### src/inc/rrsao_pkg.sv
package rrsao_pkg;

   // ****************************************
   // Widths and reset values
   // ****************************************
   localparam int DATA_W = 8;
   localparam int ADDR_W = 7;
   localparam logic [7:0] ACC_RST = 8'h00;
   localparam logic [7:0] ZERO_BYTE = 8'h00;
   localparam logic [3:0] ZERO_NIB = 4'h0;
   localparam int MSB = 7;
   localparam int NIB_W = 4;

   // ****************************************
   // Operations handled here
   // ****************************************
   typedef enum logic [2:0] {
      RRSAO_OP_RETURN_WITH_LITERAL = 3'h0,
      RRSAO_OP_RETURN = 3'h1,
      RRSAO_OP_ROTATE_RIGHT_VIA_CARRY = 3'h2,
      RRSAO_OP_SLEEP = 3'h3,
      RRSAO_OP_LITERAL_MINUS_ACC = 3'h4,
      RRSAO_OP_XOR_IMMEDIATE = 3'h5,
      RRSAO_OP_NONE = 3'h7
   } rrsao_op_t;

   typedef enum logic [1:0] {
      RRSAO_ST_RUN = 2'b00,
      RRSAO_ST_SECOND = 2'b01,
      RRSAO_ST_SLEEP = 2'b10
   } rrsao_state_t;

   // ****************************************
   // Carriers
   // ****************************************
   typedef struct packed {
      rrsao_op_t op;
      logic [DATA_W-1:0] lit;
      logic [ADDR_W-1:0] addr;
      logic dest;
   } rrsao_instr_t;

   typedef struct packed {
      logic carry;
      logic halfCarry;
      logic zero;
      logic powerdownFlagN;
      logic dogExpiryFlagN;
   } rrsao_status_t;

   localparam rrsao_status_t STATUS_RST = '{carry: 1'b0, halfCarry: 1'b0,
      zero: 1'b0, powerdownFlagN: 1'b1, dogExpiryFlagN: 1'b1};

endpackage : rrsao_pkg

### src/logic/rrsao_core.sv
// Contract
// - Return-with-literal loads immediate into accumulator; flags kept.
// - Return-with-literal loads PC from stack head; takes two cycles.
// - Return pops the stack, loads PC from head, flags kept; two cycles.
// - Rotate right moves operand through carry; only carry flag changes.
// - Rotate result goes to accumulator when dest is 0, file when 1.
// - Sleep clears the watchdog counter and its prescaler.
// - Sleep clears powerdown flag, sets expiry flag, other flags kept.
// - After sleep the core halts; instructions stop until wake.
// - Subtract literal minus accumulator; updates carry, half carry, zero.
// - XOR immediate into accumulator; only zero flag changes.
module rrsao_core (
   input wire logic clk,
   input wire logic rst,
   input wire logic instrValid,
   input wire rrsao_pkg::rrsao_instr_t instr,
   input wire logic [7:0] fileRdData,
   input wire logic [12:0] stackHead,
   input wire logic wakeReq,
   output logic [7:0] acc_r,
   output rrsao_pkg::rrsao_status_t status_r,
   output logic fileWe_r,
   output logic [6:0] fileWrAddr_r,
   output logic [7:0] fileWrData_r,
   output logic pcLoad_r,
   output logic [12:0] pcValue_r,
   output logic stackPop_r,
   output logic dogClear_r,
   output logic prescClear_r,
   output logic sleeping_r,
   output logic busy_r
);

   // ****************************************
   // Issue and sequencing
   // ****************************************
   rrsao_pkg::rrsao_state_t state_r;
   rrsao_pkg::rrsao_state_t state_nxt;
   logic accept;
   logic [7:0] rotRes;
   logic rotCarry;
   logic [8:0] subFull;
   logic [4:0] subNib;
   logic [7:0] xorRes;

   // Requests while busy or asleep are dropped, not queued
   assign accept = instrValid && (state_r == rrsao_pkg::RRSAO_ST_RUN);

   always_comb begin
      state_nxt = state_r;
      case (state_r)
         rrsao_pkg::RRSAO_ST_RUN: begin
            if (accept) begin
               case (instr.op)
                  rrsao_pkg::RRSAO_OP_RETURN_WITH_LITERAL,
                  rrsao_pkg::RRSAO_OP_RETURN: begin
                     state_nxt = rrsao_pkg::RRSAO_ST_SECOND;
                  end
                  rrsao_pkg::RRSAO_OP_SLEEP: begin
                     state_nxt = rrsao_pkg::RRSAO_ST_SLEEP;
                  end
                  default: begin
                     state_nxt = rrsao_pkg::RRSAO_ST_RUN;
                  end
               endcase
            end
         end
         rrsao_pkg::RRSAO_ST_SECOND: begin
            state_nxt = rrsao_pkg::RRSAO_ST_RUN;
         end
         rrsao_pkg::RRSAO_ST_SLEEP: begin
            if (wakeReq) begin
               state_nxt = rrsao_pkg::RRSAO_ST_RUN;
            end
         end
         default: begin
            state_nxt = rrsao_pkg::RRSAO_ST_RUN;
         end
      endcase
   end

   always_ff @(posedge clk) begin
      if (rst) begin
         state_r <= rrsao_pkg::RRSAO_ST_RUN;
         busy_r <= 1'b0;
         sleeping_r <= 1'b0;
      end else begin
         state_r <= state_nxt;
         busy_r <= (state_nxt == rrsao_pkg::RRSAO_ST_SECOND);
         sleeping_r <= (state_nxt == rrsao_pkg::RRSAO_ST_SLEEP);
      end
   end

   // ****************************************
   // Datapath
   // ****************************************
   assign rotRes = {status_r.carry, fileRdData[rrsao_pkg::MSB:1]};
   assign rotCarry = fileRdData[0];
   // Borrow-free subtract sets carry, as in two's complement add of -acc
   assign subFull = {1'b0, instr.lit} - {1'b0, acc_r};
   assign subNib = {1'b0, instr.lit[rrsao_pkg::NIB_W-1:0]}
      - {1'b0, acc_r[rrsao_pkg::NIB_W-1:0]};
   assign xorRes = acc_r ^ instr.lit;

   // ****************************************
   // Accumulator and flags
   // ****************************************
   always_ff @(posedge clk) begin
      if (rst) begin
         acc_r <= rrsao_pkg::ACC_RST;
      end else if (accept) begin
         case (instr.op)
            rrsao_pkg::RRSAO_OP_RETURN_WITH_LITERAL: begin
               acc_r <= instr.lit;
            end
            rrsao_pkg::RRSAO_OP_ROTATE_RIGHT_VIA_CARRY: begin
               if (!instr.dest) begin
                  acc_r <= rotRes;
               end
            end
            rrsao_pkg::RRSAO_OP_LITERAL_MINUS_ACC: begin
               acc_r <= subFull[rrsao_pkg::MSB:0];
            end
            rrsao_pkg::RRSAO_OP_XOR_IMMEDIATE: begin
               acc_r <= xorRes;
            end
            default: begin
               acc_r <= acc_r;
            end
         endcase
      end
   end

   always_ff @(posedge clk) begin
      if (rst) begin
         status_r <= rrsao_pkg::STATUS_RST;
      end else if (accept) begin
         case (instr.op)
            rrsao_pkg::RRSAO_OP_ROTATE_RIGHT_VIA_CARRY: begin
               status_r.carry <= rotCarry;
            end
            rrsao_pkg::RRSAO_OP_SLEEP: begin
               status_r.powerdownFlagN <= 1'b0;
               status_r.dogExpiryFlagN <= 1'b1;
            end
            rrsao_pkg::RRSAO_OP_LITERAL_MINUS_ACC: begin
               status_r.carry <= ~subFull[rrsao_pkg::DATA_W];
               status_r.halfCarry <= ~subNib[rrsao_pkg::NIB_W];
               status_r.zero <= (subFull[rrsao_pkg::MSB:0]
                  == rrsao_pkg::ZERO_BYTE);
            end
            rrsao_pkg::RRSAO_OP_XOR_IMMEDIATE: begin
               status_r.zero <= (xorRes == rrsao_pkg::ZERO_BYTE);
            end
            default: begin
               status_r <= status_r;
            end
         endcase
      end
   end

   // ****************************************
   // File write, return and watchdog strobes
   // ****************************************
   always_ff @(posedge clk) begin
      if (rst) begin
         fileWe_r <= 1'b0;
         fileWrAddr_r <= '0;
         fileWrData_r <= rrsao_pkg::ZERO_BYTE;
      end else begin
         fileWe_r <= accept && instr.dest
            && (instr.op == rrsao_pkg::RRSAO_OP_ROTATE_RIGHT_VIA_CARRY);
         if (accept) begin
            fileWrAddr_r <= instr.addr;
            fileWrData_r <= rotRes;
         end
      end
   end

   always_ff @(posedge clk) begin
      if (rst) begin
         pcLoad_r <= 1'b0;
         stackPop_r <= 1'b0;
         pcValue_r <= '0;
      end else begin
         // Both returns pop so the head moves to the caller's caller
         pcLoad_r <= (state_nxt == rrsao_pkg::RRSAO_ST_SECOND);
         stackPop_r <= (state_nxt == rrsao_pkg::RRSAO_ST_SECOND);
         if (state_nxt == rrsao_pkg::RRSAO_ST_SECOND) begin
            pcValue_r <= stackHead;
         end
      end
   end

   always_ff @(posedge clk) begin
      if (rst) begin
         dogClear_r <= 1'b0;
         prescClear_r <= 1'b0;
      end else begin
         dogClear_r <= accept
            && (instr.op == rrsao_pkg::RRSAO_OP_SLEEP);
         prescClear_r <= accept
            && (instr.op == rrsao_pkg::RRSAO_OP_SLEEP);
      end
   end
endmodule : rrsao_core

### config.mk
export PLATFORM = sky130hd
export DESIGN_NAME = rrsao_core
export DESIGN_NICKNAME = d
export VERILOG_FILES = /design/src/inc/rrsao_pkg.sv /design/src/logic/rrsao_core.sv
export SDC_FILE = /design/constraint.sdc
export NUM_CORES = 1
export LEC_CHECK = 0
export BUFFER_PORTS_ARGS = -buffer_cell sky130_fd_sc_hd__buf_2
export CORE_UTILIZATION = 30
export CTS_CLUSTER_SIZE = 10
export DETAILED_ROUTE_END_ITERATION = 12
export GPL_TIMING_DRIVEN = 0
export PLACE_DENSITY = 0.59
export SETUP_SLACK_MARGIN = 0.15
export SYNTH_ARGS = -nofsm -noshare
export SYNTH_HDL_FRONTEND = slang
export SYNTH_SLANG_ARGS = --single-unit
export TNS_END_PERCENT = 100
### constraint.sdc
create_clock -name clk -period 3 [get_ports clk]
set_clock_uncertainty 0.2 [all_clocks]
set_input_delay 0.6 -clock clk [delete_from_list [all_inputs] [get_ports clk]]
set_output_delay 0.6 -clock clk [all_outputs]
set_load 0.02 [all_outputs]
=== Yosys cells after proc, flatten, opt, wreduce, memory -nomap -nowiden ===
Cells that the tools add are included.

* Register bits after elaboration: 46
* Input port bits: 44
* Output and inout port bits: 48
* Logic and storage cells: 52

* Add/sub/neg operators: 2
* Equal/unequal tests: 9
* Multiplexer cells: 8
* Bitwise operators: 3
* Reduce and logical (&&, ||, !) cells: 17

{| class="wikitable"
|+ Operator list
! cell !! count
|-
| $pmux W8 S4 || 1
|-
| $logic_not A8 Y1 || 2
|-
| $sub A8 B8 Y9 || 1
|-
| $mux W8 || 1
|-
| $pmux W2 S2 || 2
|-
| $reduce_and A2 Y1 || 4
|-
| $xor A8 B8 Y8 || 1
|-
| $eq A3 B2 Y1 const B || 2
|-
| $eq A3 B3 Y1 const B || 2
|-
| $sub A4 B4 Y5 || 1
|-
| $eq A2 B2 Y1 const B || 2
|-
| $logic_and A1 B1 Y1 || 4
|-
| $mux W2 || 2
|-
| $pmux W1 S2 || 2
|-
| $reduce_bool A2 Y1 || 2
|-
| $reduce_bool A4 Y1 || 1
|-
| $eq A3 B1 Y1 const B || 1
|-
| $logic_not A3 Y1 || 1
|-
| $reduce_and A3 Y1 || 1
|-
| $eq A2 B1 Y1 const B || 1
|-
| $logic_not A2 Y1 || 1
|-
| $ne A2 B2 Y1 const B || 1
|-
| $not A1 Y1 || 2
|-
| $reduce_or A2 Y1 || 1
|}

=== Depth between registers and ports, before layout ===
* Word-level depth: 6
* Gate-level depth with buffers: 10
* Mapped depth without buffers: 10

=== Least setup slack after synthesis ===
Ideal clock, no wire load.

* Path kind: in2reg
* From: input port instr[8] (netlist name)
* To: register acc_r[6]
* Library setup time: 70 ps
* Arrival time: 2341 ps
* Data required time: 2730 ps
* Slack: 389 ps
* Stages: 10
* Path buffers: 0
* Cell sequence: inv_1 -> ha_1 -> inv_1 -> fa_1 -> a21o_1 -> a221oi_1 -> xor2_1 -> o31ai_1 -> o211ai_1 -> a21oi_1

* Cells in the longest elaborated chain, start to end: 2

{| class="wikitable"
|+ Ends and longest elaborated chain
! element !! line !! source
|-
| start, declared || rrsao_core.sv:16 || <nowiki>input wire rrsao_pkg::rrsao_instr_t instr,</nowiki>
|-
| $sub A8 B8 Y9 || rrsao_core.sv:100 || <nowiki>assign subFull = {1'b0, instr.lit} - {1'b0, acc_r};</nowiki>
|-
| $pmux W8 S4 || rrsao_core.sv:112 || <nowiki>case (instr.op)</nowiki>
|-
| end signal, assigned || rrsao_core.sv:110 || <nowiki>acc_r <= rrsao_pkg::ACC_RST;</nowiki>
|-
| end signal, assigned || rrsao_core.sv:114 || <nowiki>acc_r <= instr.lit;</nowiki>
|-
| end signal, assigned || rrsao_core.sv:118 || <nowiki>acc_r <= rotRes;</nowiki>
|-
| end, declared || rrsao_core.sv:20 || <nowiki>output logic [7:0] acc_r,</nowiki>
|}

No other way between the ends.
A chain may end at the register's enable or synchronous reset.

=== Worst setup path in the final report ===
* From: input port instr[8] (netlist name)
* To: register status_r[2] (netlist name)

* Cells in the longest elaborated chain, start to end: 3
* Elaborated cells between the ends (all ways): 5
* Classes of those cells: add/sub: 1; mux: 1; bitwise: 1; reduce/logical: 2

{| class="wikitable"
|+ Ends and longest elaborated chain
! element !! line !! source
|-
| $sub A8 B8 Y9 or $xor A8 B8 Y8 (tied branches) || rrsao_core.sv:100, rrsao_core.sv:103 ||
|-
| $logic_not A8 Y1, on equally long branches || rrsao_core.sv:149, rrsao_core.sv:153 ||
|-
| $pmux W1 S2 * || rrsao_core.sv:138 || <nowiki>case (instr.op)</nowiki>
|-
| end signal, assigned || rrsao_core.sv:136 || <nowiki>status_r <= rrsao_pkg::STATUS_RST;</nowiki>
|-
| end signal, assigned || rrsao_core.sv:156 || <nowiki>status_r <= status_r;</nowiki>
|-
| end, declared || rrsao_core.sv:21 || <nowiki>output rrsao_pkg::rrsao_status_t status_r,</nowiki>
|}

Every way passes the cells marked *; elsewhere a longest branch is shown, timed or not.

==> PnR_summary.wiki <==
{| class="wikitable"
! Metric !! Value
|-
| Ratio of total power to cell area || 474 nW/µm²
|-
| Detailed-route vias per instance || 4.96
|-
| Top FF cell, synth || sky130_fd_sc_hd__dfxtp_1
|-
| Async set-or-reset flop fraction in the synthesized netlist || 0%
|-
| Root buf cell || sky130_fd_sc_hd__clkbuf_8
|-
| Setup repair after global routing missed its margin || yes
|-
| NumNets Final || 447
|-
| Filler cells || 796
|-
| Required time of the critical path || 3.04 ns
|-
| Worst Tran Pin Value || 0.544 ns
|-
| Relative slew margins || 63.7%
|-
| Top cell by count, worst path || sky130_fd_sc_hd__inv_1
|-
| Buffer depth of the longest clock path || 2
|-
| Floorplan row count || 31
|-
| CTS sink count || 46
|-
| Worst min-delay path category || reg2reg
|-
| Non-Filler Instances || 493
|-
| Sort of element at the end of the critical path || register
|-
| Iteration-0 DRC Markers || 119
|-
| Total routing resource utilization after global routing || 17.6%
|-
| Antenna violations before repair || 0
|-
| CP max FO || 4
|-
| Average detailed-routed wire length per instance || 14.5 µm
|-
| Critical path start-end classification || in2reg
|-
| Routability congestion estimate from global placement || 0.909
|-
| Count of distinct cell types in the synthesized netlist || 49
|-
| Most frequent cells in the layout || sky130_fd_sc_hd__buf_2 (89), sky130_fd_sc_hd__nand2_1 (70), sky130_fd_sc_hd__dfxtp_1 (46), sky130_fd_sc_hd__a21oi_1 (43), sky130_fd_sc_hd__clkbuf_1 (15)
|-
| Skew-Pair Late Insertion Delay || 0.31 ns
|-
| Kind of start point of the critical path || input pin
|-
| Count of pins over their slew limit || 0
|-
| Post-synthesis instance area || 2340 µm²
|-
| Antenna-violating nets left || 0
|-
| Port Buf Inserts || 87
|-
| Max-cap viol count || 0
|-
| Max rail drop VDD || 0.221 mV
|-
| Total routed wirelength || 7160 µm
|-
| Post-CTS Hold Buffers || 0
|-
| # IOs || 92
|-
| Number of instances resized during post-cts repair || 0
|-
| Gr ovfl total || 0
|-
| Synthesis-to-finish area growth || 28.4%
|-
| Number of instances in the placed design || 485
|-
| Die outline area || 8140 µm²
|-
| Result of the run || completed
|-
| FMAX || 364 MHz
|-
| Post-synth net total || 353
|-
| Arr. time, crit path || 2.79 ns
|-
| Post-synth EDFFs || 0
|-
| Number of optimization iterations in the first detailed-route pass || 4
|-
| Leakage Power || 1.32 nW
|-
| Yosys reg bits || 46
|-
| YS warnings || 0
|-
| Final Cycle Share || 91.5%
|-
| Remaining routing DRC violations || 0
|-
| Die Span X || 90.2 µm
|-
| Post-DP HPWL || 5430 µm
|-
| Share of final-layout standard cells stronger than drive strength 1 || 28.2%
|-
| CTS HTree Levels || 2
|-
| Placeable core region || 7410 µm²
|-
| Commonest non-fill, non-tap cell in the layout || sky130_fd_sc_hd__buf_2
|-
| Part of the Yosys area used for sequential elements || 39.4%
|-
| Antenna diode instance count || 0
|-
| Pin count of the biggest net entering global routing || 18
|-
| Initial standard-cell utilization of the core || 31.5%
|-
| Critical-path cell with the highest stage delay || sky130_fd_sc_hd__fa_1
|-
| Routed via count || 2445
|-
| Clk slew on worst S/H paths || 0.11 ns
|-
| Average size of a mapped cell || 7.81 µm²
|-
| Final period demand of the worst path || 2.74 ns
|-
| Maximum cell stage delay along the critical path || 0.44 ns
|-
| Number of clock buffers inserted by TritonCTS || 5
|-
| TritonCTS clock tree || built
|-
| Crit path cell chain || buf_2 -> inv_1 -> ha_1 -> inv_1 -> fa_1 -> a21o_1 -> a21oi_2 -> xnor2_1 -> a2111oi_1 -> a41oi_1 -> nor3_1
|-
| Power Total || 1.42 mW
|-
| Post-Syn Instances || 299
|-
| Vias in the first global route || 2263
|-
| Die extent in y || 90.2 µm
|-
| Post-CTS setup buffers || 0
|-
| Global-route wire length before repair || 11400 µm
|-
| Final hold violations || 0
|-
| Final setup fails || 0
|}
==> area by class of cell <==
class | instances | area [µm²] | share of cell area [%]
buffer | 26 | 135 | 4.50
clock buffer | 5 | 68.8 | 2.29
clock inverter | 3 | 28.8 | 0.959
inverter | 10 | 37.5 | 1.25
multi-input combinational | 217 | 1250 | 41.7
sequential | 46 | 921 | 30.7
tap | 99 | 124 | 4.13
timing repair buffer | 87 | 435 | 14.5
==> worst paths after layout <==
kind	from	end	slack, ns	cells past startpoint
max	instr[8]	status_r[2]	0.26	11
min	fileWrData_r[6]	fileWrData_r[6]	0.26	2
min reg2reg	fileWrData_r[6]	fileWrData_r[6]	0.26	2
max reg2reg	acc_r[0]	status_r[2]	0.34	9
==> logic make-up after synthesis <==
group           share of synthesized area (%)
fa+ha+maj                                5.68
xor+xnor                                 2.25
compound gates                           25.2
flops                                    39.4
simple gates                             19.9
buf+inv                                  7.39
other cells                             0.161
==> Yosys cell counts (3+ instances only) <==
cell	n	area, µm²
sky130_fd_sc_hd__o21ai_1	3	15.0
sky130_fd_sc_hd__inv_1	10	37.5
sky130_fd_sc_hd__a221oi_1	4	35.0
sky130_fd_sc_hd__o21ai_0	10	50.1
sky130_fd_sc_hd__clkbuf_1	15	56.3
sky130_fd_sc_hd__nand3_1	5	25.0
sky130_fd_sc_hd__buf_4	5	37.5
sky130_fd_sc_hd__ha_1	9	113
sky130_fd_sc_hd__xnor2_1	4	35.0
sky130_fd_sc_hd__dfxtp_1	46	921
sky130_fd_sc_hd__a21oi_1	43	215
sky130_fd_sc_hd__nand2_1	70	263
sky130_fd_sc_hd__nor3_1	5	25.0
sky130_fd_sc_hd__or3_1	3	18.8
sky130_fd_sc_hd__a21o_1	4	30.0
sky130_fd_sc_hd__nor2b_1	4	25.0
sky130_fd_sc_hd__o211ai_1	4	30.0
sky130_fd_sc_hd__nor2_1	12	45.0
==> worst max-delay path: cells and delay by family <==
family,cells,cell delay (ns)
AO/OA/AOI/OAI,4,1.09
XOR/XNOR,1,0.10
adder cells (fa/ha/maj),2,0.59
buffers and inverters,3,0.25
AND/OR/NAND/NOR,1,0.16
==> registers in the layout, summed over array words and instances, names as in the netlist <==
| register | cells |
|---|---|
| state_r | 2 |
| stackPop_r | 1 |
| acc_r | 8 |
| prescClear_r | 1 |
| status_r | 4 |
| fileWrAddr_r | 7 |
| fileWrData_r | 8 |
| fileWe_r | 1 |
| sleeping_r | 1 |
| pcValue_r | 13 |
==> per-layer routing <==
metal	part of all wire, %	vias up	track usage (%)
met5	0	-	0
met4	1.8	0	6.18
met3	7.0	10	2.96
met2	47	97	28.2
met1	44	1112	23.8
li1	-	1226	-
==> report_power, final <==
part | internal (mW) | switching, mW
combinational | 0.133 | 0.212
sequential | 0.639 | 0.0157
clock | 0.175 | 0.247
total | 0.947 | 0.474
==> metrics by stage <==
step,instance area (µm²),util [%],setup slack (ns),hold WS (ns),TNS (ns)
final,3000,40.5,0.255,0.256,0
after global routing,3000,40.5,0.119,0.277,0
after CTS,2990,40.4,0.243,0.259,0
after detailed placement,2900,39.1,-0.0721,0.244,-0.141
after global placement,2900,39.1,-0.0459,0.240,-0.0569
after floorplan,2340,-,0.389,0.258,0
No activity file was read; power rests on OpenSTA's default activity.
